File: config.mk
export PLATFORM = sky130hd
export DESIGN_NAME = exvm_top
export DESIGN_NICKNAME = d
export VERILOG_FILES = /design/src/rtl/exvm_pkg.sv /design/src/rtl/exvm_decode.sv /design/src/rtl/exvm_top.sv
export VERILOG_INCLUDE_DIRS = /design/src /design/src/rtl
export SDC_FILE = /design/constraint.sdc
export NUM_CORES = 1
export LEC_CHECK = 0
export ABC_AREA = 1
export BUFFER_PORTS_ARGS = -buffer_cell sky130_fd_sc_hd__buf_2
export CAP_MARGIN = 20
export CELL_PAD_IN_SITES_DETAIL_PLACEMENT = 1
export CELL_PAD_IN_SITES_GLOBAL_PLACEMENT = 2
export CORE_UTILIZATION = 30
export DETAILED_ROUTE_END_ITERATION = 6
export PLACE_DENSITY_LB_ADDON = 0.1
export REMOVE_ABC_BUFFERS = 1
export SLEW_MARGIN = 20
export SYNTH_ARGS = -nofsm -noshare
export SYNTH_HDL_FRONTEND = slang
export SYNTH_HIERARCHICAL = 1
export SYNTH_SLANG_ARGS = --single-unit
File: constraint.sdc
create_clock -name REF_CLK -period 57.1 [get_ports REF_CLK]
set_input_delay 0 -clock REF_CLK [delete_from_list [all_inputs] [get_ports REF_CLK]]
set_output_delay 0 -clock REF_CLK [all_outputs]
set_load 0.1 [all_outputs]
File: src/rtl/exvm_params.svh
// constants for the exception vector selector and address map
`ifndef EXVM_PARAMS_SVH
`define EXVM_PARAMS_SVH
`define EXVM_VEC_RESET      24'h000000
`define EXVM_VEC_ZERODIV    24'h000002
`define EXVM_VEC_WDT        24'h000004
`define EXVM_VEC_KEY7       24'h000006
`define EXVM_VEC_TMR0       24'h000016
`define EXVM_VEC_RSV0       24'h000026
`define EXVM_VEC_SER0       24'h000028
`define EXVM_VEC_SWT        24'h00002E
`define EXVM_VEC_CLKT       24'h000034
`define EXVM_VEC_TMR4       24'h00003C
`define EXVM_VEC_SER1       24'h00004C
`define EXVM_VEC_LAST       24'h000051
`define EXVM_VEC_RSV1       24'h000052
`define EXVM_SWI_LO         24'h000054
`define EXVM_SWI_HI         24'h0000FF
`define EXVM_FL1_LO         24'h000000
`define EXVM_FL1_HI         24'h00BFFF
`define EXVM_FL2_LO         24'h010000
`define EXVM_FL2_HI         24'h03FFFF
`define EXVM_RAM_LO         24'h00D800
`define EXVM_RAM_HI         24'h00F7FF
`define EXVM_IO_LO          24'h00FF00
`define EXVM_IO_HI          24'h00FFFF
`define EXVM_LCD_BLK_LO     4'h8
`define EXVM_LCD_BLK_HI     4'hD
`define EXVM_LCD_OFS_HI     8'h5F
`define EXVM_NSRC           39
`define EXVM_LVLW           2
`endif

File: src/rtl/exvm_pkg.sv
// types for the exception vector selector and address map
package exvm_pkg;
    typedef enum logic [2:0] {
        EXVM_REG_NONE,
        EXVM_REG_FLASH1,
        EXVM_REG_FLASH2,
        EXVM_REG_RAM,
        EXVM_REG_IO,
        EXVM_REG_LCD
    } exvm_region_t;
    typedef enum {
        EXVM_IDLE,
        EXVM_PUSH_PCL,
        EXVM_PUSH_PCH,
        EXVM_PUSH_FLAGS,
        EXVM_FETCH_LO,
        EXVM_FETCH_HI,
        EXVM_BRANCH
    } exvm_state_t;
endpackage : exvm_pkg

File: src/rtl/exvm_decode.sv
// address region decoder for the core bus
`include "exvm_params.svh"
module exvm_decode (
    input  wire logic [23:0]         addr,
    output exvm_pkg::exvm_region_t   region
);
    always_comb begin
        region = exvm_pkg::EXVM_REG_NONE;
        if (addr <= `EXVM_FL1_HI) begin
            region = exvm_pkg::EXVM_REG_FLASH1;
        end else if (addr >= `EXVM_FL2_LO && addr <= `EXVM_FL2_HI) begin
            region = exvm_pkg::EXVM_REG_FLASH2;
        end else if (addr >= `EXVM_RAM_LO && addr <= `EXVM_RAM_HI) begin
            region = exvm_pkg::EXVM_REG_RAM;
        end else if (addr >= `EXVM_IO_LO && addr <= `EXVM_IO_HI) begin
            region = exvm_pkg::EXVM_REG_IO;
        end else if (addr[23:12] == 12'h00F && addr[11:8] >= `EXVM_LCD_BLK_LO
                     && addr[11:8] <= `EXVM_LCD_BLK_HI && addr[7:0] <= `EXVM_LCD_OFS_HI) begin
            region = exvm_pkg::EXVM_REG_LCD;
        end
    end
endmodule : exvm_decode

File: src/rtl/exvm_top.sv
// exception vector selection, entry sequencing and memory map decode
`include "exvm_params.svh"
module exvm_top #(
    parameter int NSRC = `EXVM_NSRC,
    parameter int LVLW = `EXVM_LVLW
) (
    input  wire logic                   REF_CLK,
    input  wire logic                   RST,
    input  wire logic [NSRC-1:0]        IRQ_PEND,
    input  wire logic [NSRC*LVLW-1:0]   IRQ_LEVEL,
    input  wire logic [LVLW-1:0]        CPU_LEVEL,
    input  wire logic                   SWI_REQ,
    input  wire logic [7:0]             SWI_VEC,
    input  wire logic [15:0]            PC_IN,
    input  wire logic [7:0]             FLAGS_IN,
    input  wire logic [7:0]             VEC_RDATA,
    input  wire logic [23:0]            BUS_ADDR,
    input  wire logic                   BUS_WR,
    input  wire logic [3:0]             BRANCH_COND,
    output logic                        EXC_BUSY,
    output logic                        EXC_ACK,
    output logic [5:0]                  EXC_SRC,
    output logic [23:0]                 VEC_ADDR,
    output logic                        VEC_RD,
    output logic                        STACK_WR,
    output logic [7:0]                  STACK_WDATA,
    output logic                        BRANCH_GO,
    output logic [15:0]                 BRANCH_PC,
    output logic [2:0]                  BUS_REGION,
    output logic                        BUS_WR_EN,
    output logic                        COND_VALID
);
    // ==========================================================
    // source to vector mapping
    // index 0 is zero division; reset is taken by the core itself
    function automatic logic [23:0] exvm_vec_of(input logic [5:0] idx);
        logic [23:0] v;
        v = `EXVM_VEC_ZERODIV;
        if (idx == 6'h00) begin
            v = `EXVM_VEC_ZERODIV;
        end else if (idx == 6'h01) begin
            v = `EXVM_VEC_WDT;
        end else if (idx <= 6'h09) begin
            v = `EXVM_VEC_KEY7 + {17'h0, idx - 6'h02, 1'b0};
        end else if (idx <= 6'h11) begin
            v = `EXVM_VEC_TMR0 + {17'h0, idx - 6'h0A, 1'b0};
        end else if (idx <= 6'h14) begin
            v = `EXVM_VEC_SER0 + {17'h0, idx - 6'h12, 1'b0};
        end else if (idx <= 6'h17) begin
            v = `EXVM_VEC_SWT + {17'h0, idx - 6'h15, 1'b0};
        end else if (idx <= 6'h1B) begin
            v = `EXVM_VEC_CLKT + {17'h0, idx - 6'h18, 1'b0};
        end else if (idx <= 6'h23) begin
            v = `EXVM_VEC_TMR4 + {17'h0, idx - 6'h1C, 1'b0};
        end else begin
            v = `EXVM_VEC_SER1 + {17'h0, idx - 6'h24, 1'b0};
        end
        return v;
    endfunction : exvm_vec_of

    // ==========================================================
    // priority resolve
    // watchdog (index 1), like index 0, is non-maskable and outranks any level; zero division (index 0) wins over it
    logic               win_any;
    logic [5:0]         win_idx;
    logic [LVLW-1:0]    win_lvl;
    always_comb begin
        win_any = 1'b0;
        win_idx = 6'h00;
        win_lvl = '0;
        for (int i = 0; i < NSRC; i++) begin
            logic [LVLW-1:0] lv;
            logic            ok;
            lv = IRQ_LEVEL[i*LVLW +: LVLW];
            ok = IRQ_PEND[i] && (i < 2 || lv > CPU_LEVEL);
            // strict greater keeps the lower vector on equal levels
            if (ok && (!win_any || (i >= 2 && win_idx >= 6'h02 && lv > win_lvl))) begin
                win_any = 1'b1;
                win_idx = 6'(i);
                win_lvl = lv;
            end
        end
    end

    // ==========================================================
    // entry sequencer
    exvm_pkg::exvm_state_t state;
    logic [23:0]           vec;
    logic [15:0]           pc_save;
    logic [7:0]            flags_save;
    logic [7:0]            lo_byte;
    logic                  swi_ok;
    assign swi_ok = SWI_VEC >= `EXVM_SWI_LO && !SWI_VEC[0];

    always_ff @(posedge REF_CLK) begin
        if (RST) begin
            state <= exvm_pkg::EXVM_IDLE;
        end else begin
            case (state)
                exvm_pkg::EXVM_IDLE: begin
                    if (win_any || (SWI_REQ && swi_ok)) begin
                        state <= exvm_pkg::EXVM_PUSH_PCL;
                    end
                end
                exvm_pkg::EXVM_PUSH_PCL:   state <= exvm_pkg::EXVM_PUSH_PCH;
                exvm_pkg::EXVM_PUSH_PCH:   state <= exvm_pkg::EXVM_PUSH_FLAGS;
                exvm_pkg::EXVM_PUSH_FLAGS: state <= exvm_pkg::EXVM_FETCH_LO;
                exvm_pkg::EXVM_FETCH_LO:   state <= exvm_pkg::EXVM_FETCH_HI;
                exvm_pkg::EXVM_FETCH_HI:   state <= exvm_pkg::EXVM_BRANCH;
                exvm_pkg::EXVM_BRANCH:     state <= exvm_pkg::EXVM_IDLE;
                default:                   state <= exvm_pkg::EXVM_IDLE;
            endcase
        end
    end

    // hardware sources win over a simultaneous software request
    always_ff @(posedge REF_CLK) begin
        if (RST) begin
            vec        <= 24'h000000;
            pc_save    <= 16'h0000;
            flags_save <= 8'h00;
            EXC_SRC    <= 6'h00;
        end else if (state == exvm_pkg::EXVM_IDLE && (win_any || (SWI_REQ && swi_ok))) begin
            pc_save    <= PC_IN;
            flags_save <= FLAGS_IN;
            if (win_any) begin
                vec     <= exvm_vec_of(win_idx);
                EXC_SRC <= win_idx;
            end else begin
                vec     <= {16'h0000, SWI_VEC};
                EXC_SRC <= 6'h3F;
            end
        end
    end

    always_ff @(posedge REF_CLK) begin
        if (RST) begin
            lo_byte <= 8'h00;
        end else if (state == exvm_pkg::EXVM_FETCH_LO) begin
            lo_byte <= VEC_RDATA;
        end
    end

    always_ff @(posedge REF_CLK) begin
        if (RST) begin
            BRANCH_PC <= 16'h0000;
        end else if (state == exvm_pkg::EXVM_FETCH_HI) begin
            BRANCH_PC <= {VEC_RDATA, lo_byte};
        end
    end

    // ==========================================================
    // outputs
    always_comb begin
        STACK_WR    = 1'b0;
        STACK_WDATA = 8'h00;
        VEC_RD      = 1'b0;
        VEC_ADDR    = 24'h000000;
        case (state)
            exvm_pkg::EXVM_PUSH_PCL: begin
                STACK_WR    = 1'b1;
                STACK_WDATA = pc_save[7:0];
            end
            exvm_pkg::EXVM_PUSH_PCH: begin
                STACK_WR    = 1'b1;
                STACK_WDATA = pc_save[15:8];
            end
            exvm_pkg::EXVM_PUSH_FLAGS: begin
                STACK_WR    = 1'b1;
                STACK_WDATA = flags_save;
            end
            exvm_pkg::EXVM_FETCH_LO: begin
                VEC_RD   = 1'b1;
                VEC_ADDR = vec;
            end
            exvm_pkg::EXVM_FETCH_HI: begin
                VEC_RD   = 1'b1;
                VEC_ADDR = vec + 24'h000001;
            end
            default: begin
                VEC_RD = 1'b0;
            end
        endcase
    end

    assign EXC_BUSY  = state != exvm_pkg::EXVM_IDLE;
    assign EXC_ACK   = state == exvm_pkg::EXVM_PUSH_PCL;
    assign BRANCH_GO = state == exvm_pkg::EXVM_BRANCH;

    // ==========================================================
    // address map
    exvm_pkg::exvm_region_t region;
    exvm_decode u_decode (
        .addr   (BUS_ADDR),
        .region (region)
    );
    assign BUS_REGION = region;
    // flash is not writable by plain stores; unmapped writes are dropped
    assign BUS_WR_EN  = BUS_WR && (region == exvm_pkg::EXVM_REG_RAM || region == exvm_pkg::EXVM_REG_IO
                                   || region == exvm_pkg::EXVM_REG_LCD);

    // code 4'hF denotes the custom condition; always rejected
    assign COND_VALID = BRANCH_COND != 4'hF;
endmodule : exvm_top

After elaboration in Yosys (flattened, before gate mapping)
Cells that the tools add are included.
{"block": "classes", "n_addsub": 15, "order_cmp": 128, "eq_ne": 16, "mux": 136, "reduce_logical": 207}
{"cell": "6-bit by 2-bit greater-or-equal comparator with 1-bit output (second input constant)", "count": 34}
{"cell": "32-bit one-hot mux with 6 select lines", "count": 1}
{"cell": "2-bit greater-than comparator", "count": 74}
{"cell": "1-bit logical AND", "count": 122}
{"cell": "32-bit by 2-bit == test with 1-bit output (second input constant)", "count": 3}
{"cell": "32-bit by 4-bit == test with 1-bit output (second input constant)", "count": 3}
{"cell": "2-bit 2-to-1 mux", "count": 40}
{"cell": "24-bit by 16-bit less-or-equal comparator with 1-bit output (second input constant)", "count": 3}
{"cell": "6-bit 2-to-1 mux", "count": 12}
{"cell": "32-bit by 3-bit == test with 1-bit output (second input constant)", "count": 2}
{"cell": "32-bit zero test", "count": 2}
{"cell": "8-bit 2-to-1 mux", "count": 8}
{"cell": "5-bit 2-to-1 mux", "count": 12}
{"cell": "24-bit by 16-bit greater-or-equal comparator with 1-bit output (second input constant)", "count": 2}
{"cell": "24-bit one-hot mux with 2 select lines", "count": 1}
{"cell": "1-bit 2-to-1 mux", "count": 42}
{"cell": "1-bit logical OR", "count": 40}
{"cell": "1-bit zero test", "count": 39}
{"cell": "6-bit by 7-bit adder with 8-bit output (first input constant)", "count": 4}
{"cell": "32-bit by 1-bit == test with 1-bit output (second input constant)", "count": 1}
{"cell": "32-bit 2-to-1 mux", "count": 1}
{"cell": "4-bit 2-to-1 mux", "count": 8}
{"cell": "32-bit nonzero test", "count": 1}
{"cell": "3-bit 2-to-1 mux", "count": 9}
{"cell": "other kinds (30)", "count": 38}
{"block": "totals", "register_bits": 110, "output_inout_bits": 64, "elab_cells": 509}

Depth between registers and ports, before layout
Gate-level depths: netlist (run 1).
{"block": "logic_depth", "word_depth": 200, "ltp_mapped": 341, "depth_no_buf": 340}

Hierarchy
The synthesis (run 1) kept the hierarchy.
{"module": "exvm_top", "n_inst": 1, "cells_each": 1669, "area_per_inst_um2": 9834.4}
{"module": "exvm_decode", "n_inst": 1, "cells_each": 30, "area_per_inst_um2": 150.1}

Worst setup path before layout (run 1)
OpenSTA, ideal clock, no wires.
{"block": "synth_path", "path_kind": "input -> register", "start": "input port CPU_LEVEL[1]", "end": "register vec[5]", "setup_ns": 0.070, "arrival_time_ns": 35.636, "setup_slack_ns": 21.395, "cell_stages": 305, "path_buffers": 1, "cell_sequence": "inv_1 ha_1 a21oi_2 nand3_1 nand2_1 nand2_1 ha_1 inv_1 nor2_1 o21ai_0 nand2_1 nand2_1 inv_1 o21ai_0 ha_1 nand2_1 inv_1 nor2_1 [269 not listed] nand2_2 nand2_4 nand2_4 inv_2 ha_1 inv_1 nand2_1 nand2_2 ha_1 inv_1 nand2_1 nand3_1 nand2_1 clkinv_1 nand2_1 nand2_1 nand2_1 a21oi_1"}
{"block": "synth_via", "elab_chain_len": 195}
{"item": "start: declaration", "line_no": "exvm_top.sv:11", "rtl": "input wire logic [LVLW-1:0] CPU_LEVEL,"}
{"item": "2-bit greater-than comparator", "line_no": "exvm_top.sv:75", "rtl": "ok = IRQ_PEND[i] && (i < 2 || lv > CPU_LEVEL);"}
{"item": "1-bit logical AND", "line_no": "exvm_top.sv:75"}
{"item": "1-bit logical AND", "line_no": "exvm_top.sv:77", "rtl": "if (ok && (!win_any || (i >= 2 && win_idx >= 6'h02 && lv > win_lvl))) begin"}
{"item": "2-bit 2-to-1 mux", "line_no": "exvm_top.sv:77"}
{"item": "2-bit greater-or-equal comparator / 2-bit greater-than comparator (equally long branches)", "line_no": "exvm_top.sv:77"}
{"item": "1-bit logical AND", "line_no": "exvm_top.sv:77"}
{"item": "1-bit logical OR", "line_no": "exvm_top.sv:77"}
{"item": "1-bit logical AND", "line_no": "exvm_top.sv:77"}
{"item": "[179 not listed]"}
{"item": "8-bit 2-to-1 mux", "line_no": "exvm_top.sv:51", "rtl": "end else if (idx <= 6'h1B) begin"}
{"item": "8-bit 2-to-1 mux", "line_no": "exvm_top.sv:49", "rtl": "end else if (idx <= 6'h17) begin"}
{"item": "8-bit 2-to-1 mux", "line_no": "exvm_top.sv:47", "rtl": "end else if (idx <= 6'h14) begin"}
{"item": "8-bit 2-to-1 mux", "line_no": "exvm_top.sv:45", "rtl": "end else if (idx <= 6'h11) begin"}
{"item": "8-bit 2-to-1 mux", "line_no": "exvm_top.sv:43", "rtl": "end else if (idx <= 6'h09) begin"}
{"item": "8-bit 2-to-1 mux", "line_no": "exvm_top.sv:41", "rtl": "end else if (idx == 6'h01) begin"}
{"item": "8-bit 2-to-1 mux", "line_no": "exvm_top.sv:39", "rtl": "if (idx == 6'h00) begin"}
{"item": "24-bit 2-to-1 mux", "line_no": "exvm_top.sv:126", "rtl": "if (win_any) begin"}
{"item": "end signal: assignment", "line_no": "exvm_top.sv:127", "rtl": "vec <= exvm_vec_of(win_idx);"}
{"item": "end signal: assignment", "line_no": "exvm_top.sv:130", "rtl": "vec <= {16'h0000, SWI_VEC};"}
{"item": "end: declaration", "line_no": "exvm_top.sv:88", "rtl": "logic [23:0] vec;"}
Several ways; a longest one is shown, not always the timed one.
A chain may end at the register's enable or synchronous reset.

Worst setup path after layout (run 1)
{"block": "layout_path", "start": "input port CPU_LEVEL[1]", "end": "register vec[7]"}
Same word-level chain as after synthesis.

==> metrics, run 1 <==
Fill cells=4481; Rel. slew slack=0.346; hold_sp=SWI_VEC[6]; Tcrit/Tclk final=0.738; number of global-route vias before repair=~12000; setup tns final=0 ps; CP Launch Type=input port; Placed Instances=around 2400; most frequent CP cell=nand2_1; Synth area leaders=ha_1 20%, nand2_1 15%, dfxtp_1 13%; Post-Syn Area=roughly 10000 sq um; most common cell after layout, fill and taps aside=nand2_1; Initial Utilization=0.306; PostCTS Resize Cnt=0; WHS Endpoint=vec[6]$_SDFFE_PP0P_; die extent in x=between 150 and 200 um; fmax=23.7 MHz; Final Hold Vio Count=0; Avg Cell Area, Syn=~5.9 sq um; Area growth syn-to-layout=23.1%; vias per cell=approximately 4.7; outcome=complete, no violations; share of cells above drive strength 1=0.183; synthesized instance count=1699; reg2reg setup slack=54980 ps; clock slew at reported path FFs=roughly 50 ps; Synth top area share=0.195; first-pass GRT wire length=roughly 54 mm; largest net degree at the start of global routing=39; most frequent cells in the layout=406 x nand2_1, 250 x inv_1, 234 x buf_2; die area=34000 sq um; Root Buffer=clkbuf_16; clock buffer count from CTS=9; I/O Buffers=~230; RSZ-0062 raised after global routing=false; Crit. End Element=register; worst hold path class=input port to register; Ys Warns=6; Die Span Y=approximately 180 um; area of the multi-input gates=around 7500 sq um; Antenna Nets Post-Route=0; drt drc=0; nets=between 2000 and 2500; async set or reset register ratio after synthesis=0; maximum fanout along the worst path=18; initial antenna violation count=3; HPWL Detailed=between 20 and 30 mm; Netlist cell types=54; DR WL/cell=~13 um; Clock Latency Late Sink=approximately 330 ps; RR Startpoint=state[0]$_SDFFE_PP0P_; Tot GR Track Use=0.191; post-synthesis sequential area ratio=0.130; CP bufs+invs=29; DRT Pass-1 Iters=5; clk sinks=65; clk buf depth=2; num ports=roughly 260; top cell type by total area after synthesis=ha_1; antenna diode count=0; DR vias=11400; final wirelength=between 30 and 40 mm; Max-Cap Viols=0; hold path depth=3; minimum clock period=between 40000 and 50000 ps; Max Slew Vio Count=0; origin of the worst setup path=CPU_LEVEL[1]; Iteration-0 DRC Markers=270; stages on the worst setup path=287; crit-path leading delay family=simple AND/OR/NAND/NOR gates; RR Endpoint=vec[1]$_SDFFE_PP0P_; Post-synth EDFFs=0; CTS H-Tree Depth=3; Final GP Congestion=0.800; Setup-failing EPs final=0; Worst Path Required=around 57000 ps; Worst Clk Skew=7.43 ps; #FFs+latches synth=65; CTS tree=done; grt total ovfl=0; FF/Latch Area=~1300 sq um; Crit path largest cell delay=just under 700 ps; ys flop type=dfxtp_1; Worst-Margin Slew=slightly below 1000 ps; slowest CP cell=inv_1; Core Area=between 30000 and 40000 sq um; critical path class=input port to register; Final Non-Filler Cells=approximately 2400; FP Rows=66; critical path data arrival time=~42000 ps; r2r worst-path depth=9
layer usage:
layer	track usage	up-vias	share of wire
li1	-	6003	-
met1	0.248	5233	0.49
met2	0.342	158	0.47
met3	0.0288	15	0.032
met4	0.0127	4	0.0031
met5	0	-	0.00069
registers in the layout, summed over array words and instances (netlist names):
| name | cells |
|---|---|
| pc_save | 16 |
| flags_save | 8 |
| EXC_SRC | 6 |
| lo_byte | 8 |
| vec | 8 |
| state | 3 |
| BRANCH_PC | 16 |
worst max path at each step:
stage,slack [ps],endpoint
final,14950,vec[7]$_SDFFE_PP0P_
after global routing,9550,vec[7]$_SDFFE_PP0P_
after CTS,14490,vec[7]$_SDFFE_PP0P_
after detailed placement,14310,vec[7]$_SDFFE_PP0P_
after global placement,15290,vec[7]$_SDFFE_PP0P_
after floorplan,21310,vec[5]$_SDFFE_PP0P_
worst reg2reg max path, stage by stage (launching register included):
cell and delay [ps]:
dfxtp_1 360, nor2_1 160, inv_1 70, nor2_1 210
nand2_1 320, inv_1 130, buf_4 380, o21ai_0 160
a21o_1 180, a21oi_1 110
layout make-up:
class,count,share of cell area
clock buffer,13,0.0204
sequential,65,0.106
multi-input combinational,1338,0.610
tap,442,0.0450
clock inverter,3,0.00326
inverter,272,0.0832
timing repair buffer,280,0.133
cell families after synthesis:
family / count (synthesis) / synth area share
adders and majority gates: 156 / 0.195
xor gates and xnor gates: 4 / 0.00426
DFF: 65 / 0.130
and+or+nand+nor: 823 / 0.360
other: 1 / 0.000376
buffers and inverters: 310 / 0.125
AOI/OAI and AO/OA: 340 / 0.185
per-stage QoR:
stage	hold WS [ps]	util	cell area, sq um	setup slack (ps)
6_report	29.8	0.377	12300	14950
5_1_grt	49.8	0.377	12300	9550
4_1_cts	22.2	0.376	12300	14490
3_5_place_dp	214	0.356	11600	14310
3_3_place_gp	211	0.356	11600	15290
2_1_floorplan	69.1	-	9820	21310
Yosys cell counts (6+ instances only):
| cell type | number |
|---|---|
| nand2_4 | 13 |
| nor2_2 | 8 |
| or2_2 | 7 |
| inv_2 | 17 |
| inv_1 | 250 |
| nand2_1 | 406 |
| nand4_1 | 13 |
| a31oi_1 | 7 |
| o21ai_0 | 150 |
| clkbuf_1 | 20 |
| a21oi_2 | 7 |
| buf_4 | 15 |
| ha_1 | 156 |
| nand3_1 | 93 |
| nor2_1 | 219 |
| o21ai_1 | 21 |
| dfxtp_1 | 65 |
| a21oi_1 | 121 |
| nand2_2 | 35 |
| nand3_2 | 7 |
| nor3_1 | 6 |
repair_timing:
item                      4_1_cts  5_1_grt
buffers inserted                0        0
hold endpoints to repair       46        0
hold buffers                   37        0
Power of run 1 is not shown: default switching activity piles up to over one toggle a cycle in this logic, so the estimate is an artifact.
==> inputs of run 2 (changes only) <==
--- a/config.mk
+++ b/config.mk
@@ -11,7 +11,7 @@
 export CAP_MARGIN = 20
 export CELL_PAD_IN_SITES_DETAIL_PLACEMENT = 1
 export CELL_PAD_IN_SITES_GLOBAL_PLACEMENT = 2
-export CORE_UTILIZATION = 30
+export CORE_UTILIZATION = 25
 export DETAILED_ROUTE_END_ITERATION = 6
 export PLACE_DENSITY_LB_ADDON = 0.1
 export REMOVE_ABC_BUFFERS = 1
==> constraint.sdc (replaced) <==
create_clock -name REF_CLK -period 36.3 [get_ports REF_CLK]
set_input_delay 0 -clock REF_CLK [delete_from_list [all_inputs] [get_ports REF_CLK]]
set_output_delay 0 -clock REF_CLK [all_outputs]
set_load 0.1 [all_outputs]
==> metrics, run 2 (synthesized netlist as in run 1, its figures left out) <==
RSZ-0062 raised after global routing=true; clk buf depth=2; hold_sp=SWI_VEC[6]; Die Span Y=between 200 and 250 um; die area=40700 sq um; fmax=~29 MHz; critical path data arrival time=about 35000 ps; most frequent CP cell=nand2_2; area of the multi-input gates=approximately 9000 sq um; worst hold path class=input port to register; Setup-failing EPs final=0; Tot GR Track Use=0.175; first-pass GRT wire length=approximately 60 mm; clock buffer count from CTS=9; r2r worst-path depth=9; clock slew at reported path FFs=about 60 ps; RR Startpoint=state[0]$_SDFFE_PP0P_; Clock Latency Late Sink=approximately 330 ps; Iteration-0 DRC Markers=275; final wirelength=about 38 mm; Area growth syn-to-layout=61.8%; Fill cells=5056; share of cells above drive strength 1=0.409; clk sinks=between 60 and 70; Root Buffer=clkbuf_16; DRT Pass-1 Iters=4; DR vias=between 10000 and 15000; fin util=0.414; die extent in x=between 200 and 250 um; placed inst area=13400 sq um; number of global-route vias before repair=12700; Worst Clk Skew=about 3.8 ps; largest registers=BRANCH_PC (16), pc_save (16); reg2reg setup slack=34020 ps; Worst-Margin Slew=834 ps; Tcrit/Tclk final=0.960; WHS Endpoint=vec[6]$_SDFFE_PP0P_; Antenna Nets Post-Route=0; CTS H-Tree Depth=3; most common cell after layout, fill and taps aside=nand2_1; grt total ovfl=0; most frequent cells in the layout=314 x nand2_1, 283 x buf_4, 231 x buf_2; crit-path leading delay family=simple AND/OR/NAND/NOR gates; outcome=complete, but fails checks; slowest CP cell=ha_1; hold path depth=3; initial antenna violation count=4; Max Slew Vio Count=0; Worst Path Required=approximately 37000 ps; Crit. End Element=register; CP Launch Type=input port; HPWL Detailed=29.8 mm; I/O Buffers=between 200 and 250; Max-Cap Viols=0; DR WL/cell=13.7 um; drt drc=0; Crit path largest cell delay=about 340 ps; maximum fanout along the worst path=5; Hold WS=-16.0 ps; FP Rows=slightly above 70; Final Hold Vio Count=2; CP bufs+invs=33; FF/Latch Area=1300 sq um; CTS tree=done; Rel. slew slack=0.442; vias per cell=around 4.5; Initial Utilization=0.256; Final GP Congestion=around 0.78; critical path class=input port to register; nets=2598; Final Cell Area=~16000 sq um; failing checks=negative hold slack; num ports=about 260; largest net degree at the start of global routing=36; RR Endpoint=vec[1]$_SDFFE_PP0P_; minimum clock period=34840 ps; Core Area=39000 sq um
==> run 2: routing by layer <==
layer | part of all wire | GRT usage | vias up
met5 | 0.00090 | 0 | -
met1 | 0.46 | 0.225 | 5815
met3 | 0.022 | 0.0192 | 20
met2 | 0.51 | 0.322 | 131
met4 | 0.0046 | 0.0157 | 4
li1 | - | - | 6591
==> run 2: worst register-to-register path: cells and delay by family (launching register included) <==
kind	cells	cell delay [ps]
buf+inv	3	740
flops	1	360
simple gates	3	690
compound gates	3	430
==> run 2: worst max-delay path by stage <==
stage | from | end | slack (ps) | depth (start not counted)
after global routing | IRQ_LEVEL[4] | vec[6]$_SDFFE_PP0P_ | -1490 | 322
after global placement | IRQ_LEVEL[5] | vec[5]$_SDFFE_PP0P_ | -1010 | 282
after floorplan | CPU_LEVEL[1] | vec[5]$_SDFFE_PP0P_ | 510 | 303
after detailed placement | IRQ_LEVEL[4] | vec[5]$_SDFFE_PP0P_ | -2890 | 290
final | CPU_LEVEL[0] | vec[5]$_SDFFE_PP0P_ | 1460 | 319
after CTS | IRQ_LEVEL[4] | vec[5]$_SDFFE_PP0P_ | 30 | 328
==> run 2: area by class of cell <==
cell class                      count  area share
Antenna cell                        2    0.000310
Clock buffer                        9      0.0139
Clock inverter                      7     0.00728
Inverter                          272      0.0643
Multi-Input combinational cell   1338       0.556
Sequential cell                    65      0.0805
Tap cell                          518      0.0401
Timing Repair Buffer              565       0.238
==> run 2: stage by stage <==
step | setup slack, ps | hold slack [ps] | std cells | TNS [ps]
after floorplan | 510 | 69.1 | 1675 | 0
after global placement | -1010 | 202 | 2659 | -6390
after detailed placement | -2890 | 208 | 2659 | -29740
after CTS | 25.7 | 2.36 | 2716 | 0
after global routing | -1490 | 8.78 | 2775 | -12130
final | 1460 | -16.0 | 2776 | 0
==> run 2: repair_timing <==
| action | 4_1_cts | 5_1_grt |
|---|---|---|
| pin swaps | 8 | 234 |
| setup endpoints to repair | 13 | 13 |
| hold buffers | 36 | 0 |
| cloned | 0 | 0 |
| resized for setup | 87 | 353 |
| setup buffers | 5 | 57 |
| endpoints found under the hold margin | 45 | 0 |
Power of run 2 is left out for the same reason.
==> inputs of run 3 (changes only) <==
--- a/config.mk
+++ b/config.mk
@@ -6,12 +6,11 @@
 export SDC_FILE = /design/constraint.sdc
 export NUM_CORES = 1
 export LEC_CHECK = 0
-export ABC_AREA = 1
 export BUFFER_PORTS_ARGS = -buffer_cell sky130_fd_sc_hd__buf_2
 export CAP_MARGIN = 20
 export CELL_PAD_IN_SITES_DETAIL_PLACEMENT = 1
 export CELL_PAD_IN_SITES_GLOBAL_PLACEMENT = 2
-export CORE_UTILIZATION = 25
+export CORE_UTILIZATION = 33
 export DETAILED_ROUTE_END_ITERATION = 6
 export PLACE_DENSITY_LB_ADDON = 0.1
 export REMOVE_ABC_BUFFERS = 1
==> constraint.sdc (replaced) <==
create_clock -name REF_CLK -period 44.3 [get_ports REF_CLK]
set_input_delay 0 -clock REF_CLK [delete_from_list [all_inputs] [get_ports REF_CLK]]
set_output_delay 0 -clock REF_CLK [all_outputs]
set_load 0.1 [all_outputs]
==> metrics, run 3 <==
outcome=complete, but fails checks; failing checks=negative setup slack; Max Slew Vio Count=0; initial antenna violation count=8; Area growth syn-to-layout=68.1%; die area=between 30000 and 40000 sq um; RR Endpoint=vec[5]$_SDFFE_PP0P_; Initial Utilization=0.336; final wirelength=approximately 50 mm; Tcrit/Tclk final=1.01; clock buffer count from CTS=9; Crit path largest cell delay=450 ps; RR Startpoint=state[2]$_SDFFE_PP0P_; post-synthesis xor/xnor area fraction=0.0198; largest registers=BRANCH_PC (16), pc_save (16); Antenna Nets Post-Route=0; Max-Cap Viols=0; main combinational cell family by area after synthesis=compound AO/OA/AOI/OAI gates; origin of the worst setup path=CPU_LEVEL[1]; Final Hold Vio Count=0; Core Area=31600 sq um; Clock Latency Late Sink=roughly 340 ps; most frequent cell after synthesis=nand2_1; CP Launch Type=input port; post-synthesis sequential area ratio=0.123; critical path class=input port to register; CTS H-Tree Depth=3; Final GP Congestion=0.908; fin util=0.565; minimum clock period=approximately 45000 ps; vias per cell=about 5.6; worst hold path class=input port to register; Synth top area share=0.184; maximum fanout along the worst path=5; ys flop type=dfxtp_1; synthesized instance count=between 1500 and 2000; crit-path leading delay family=compound AO/OA/AOI/OAI gates; top cell type by total area after synthesis=ha_1; Ys Warns=6; FP Rows=65; #FFs+latches synth=between 60 and 70; drt drc=0; hold_sp=SWI_VEC[4]; Root Buffer=clkbuf_16; Compound-Gate Fraction of Synth Area=0.312; number of global-route vias before repair=13900; area of the multi-input gates=~11000 sq um; most frequent CP cell=o21ai_2; RSZ-0062 raised after global routing=true; Post-Syn Area=10600 sq um; Tot GR Track Use=0.263; first-pass GRT wire length=70.4 mm; most common cell after layout, fill and taps aside=buf_4; clk sinks=between 60 and 70; Hold WS=34.0 ps; CP bufs+invs=30; Post-Place Worst Slack=-4830 ps; Worst IR Drop VDD=~0.046 mV; grt total ovfl=0; DR vias=roughly 14000; fmax=about 22 MHz; Worst Path Required=~45000 ps; DRT Pass-1 Iters=5; Fill cells=roughly 3900; mux cell area share after synthesis=0.0285; die extent in x=about 180 um; CTS tree=done; Post-synth EDFFs=0; Synth area leaders=ha_1 18%, dfxtp_1 12%, nand2_1 8.6%; r2r worst-path depth=7; async set or reset register ratio after synthesis=0; Synth Area in Simple Gates=0.275; FF/Latch Area=1300 sq um; clock slew at reported path FFs=60 ps; Worst-Margin Slew=898 ps; critical path data arrival time=around 45000 ps; Worst Clk Skew=7.76 ps; Rel. slew slack=0.392; Crit. End Element=register; clk buf depth=2; Netlist cell types=96; WHS Endpoint=vec[4]$_SDFFE_PP0P_; largest net degree at the start of global routing=67; I/O Buffers=234; nets=around 2500; commonest cells in the netlist=244 x nand2_1, 156 x ha_1, 136 x a21oi_1; Final WS setup=-662 ps; DR WL/cell=approximately 20 um; hold path depth=3; HPWL Detailed=around 34 mm; share of cells above drive strength 1=0.467; LEAKAGE=approximately 8 nW; slowest CP cell=a2111oi_4; Setup-failing EPs final=7; num ports=~260; reg2reg setup slack=41430 ps; PwrDens=between 60 and 70 nW/um^2; Adder-Cell Fraction of Synth Area=0.185; Die Span Y=roughly 180 um; most frequent cells in the layout=349 x buf_4, 232 x buf_2, 219 x nand2_1; Avg Cell Area, Syn=7.06 sq um; Iteration-0 DRC Markers=just over 700
[run 3: cell types whose count changed after synthesis, sizes merged, moves of 30 or more]
cell    delta
nor2b     +69
nand2    -209
o211ai    +42
nor2     -100
nand3     -70
a211oi    +30
o21ai     -86
inv      -185
[run 3: layout make-up]
type | instances | area share
Inverter | 83 | 0.0186
Clock buffer | 10 | 0.0129
Multi-Input combinational cell | 1312 | 0.607
Sequential cell | 65 | 0.0730
Clock inverter | 6 | 0.00646
Tap cell | 402 | 0.0282
Timing Repair Buffer | 648 | 0.253
Antenna cell | 8 | 0.00112
[run 3: stage by stage]
stage          area [sq um]  power [mW]  instances  setup TNS, ps
6_report              17800        1.16       2534          -4090
5_1_grt               17800        1.22       2533         -29450
4_1_cts               15700       0.893       2447          -8590
3_5_place_dp          14000       0.712       2360         -54260
3_3_place_gp          14000       0.693       2360         -31360
2_1_floorplan         10400       0.445       1460         -35850
[run 3: worst register-to-register path, stage by stage (launching register included)]
cell and delay, ps:
dfxtp_1 510, nor3_1 490, nand2_2 510, a21oi_1 360
nor2b_2 310, o41ai_2 140, a211oi_2 290, a221oi_2 100
[run 3: power breakdown]
| part | internal [mW] | switching, mW |
|---|---|---|
| clock | 0.0553 | 0.0290 |
| combinational | 0.488 | 0.515 |
| sequential | 0.0646 | 0.00533 |
| total | 0.608 | 0.549 |
[run 3: worst max-delay path by stage]
stage                                to  slack, ps  cells after the start
floorplan           vec[5]$_SDFFE_PP0P_      -3680                    257
global placement    vec[5]$_SDFFE_PP0P_      -3060                    266
detailed placement  vec[5]$_SDFFE_PP0P_      -4830                    266
CTS                 vec[5]$_SDFFE_PP0P_      -1310                    270
global route        vec[6]$_SDFFE_PP0P_      -2900                    280
finish              vec[6]$_SDFFE_PP0P_       -660                    280
[run 3: repair_timing]
| action | in CTS | in global routing |
|---|---|---|
| gates resized for setup | 169 | 328 |
| pin swaps | 77 | 214 |
| endpoints found under the hold margin | 41 | 1 |
| hold buffers | 33 | 1 |
| endpoints found under the setup margin | 13 | 13 |
| buffers inserted | 38 | 84 |
[run 3: kinds of logic after synthesis]
family / count (synthesis)
AO/OA/AOI/OAI: 474
XOR/XNOR: 21
adder cells (fa/ha/maj): 157
buffers and inverters: 139
flip-flops: 65
multiplexers: 29
other: 1
AND/OR/NAND/NOR: 616
[run 3: metal layers]
layer | wire, um | track usage | vias up
met5 | 0 | 0 | -
met4 | 1230 | 0.0892 | 0
li1 | - | - | 6721
met2 | 25100 | 0.454 | 373
met3 | 1600 | 0.0218 | 86
met1 | 22000 | 0.342 | 6974
(Power assumes the default switching activity.)
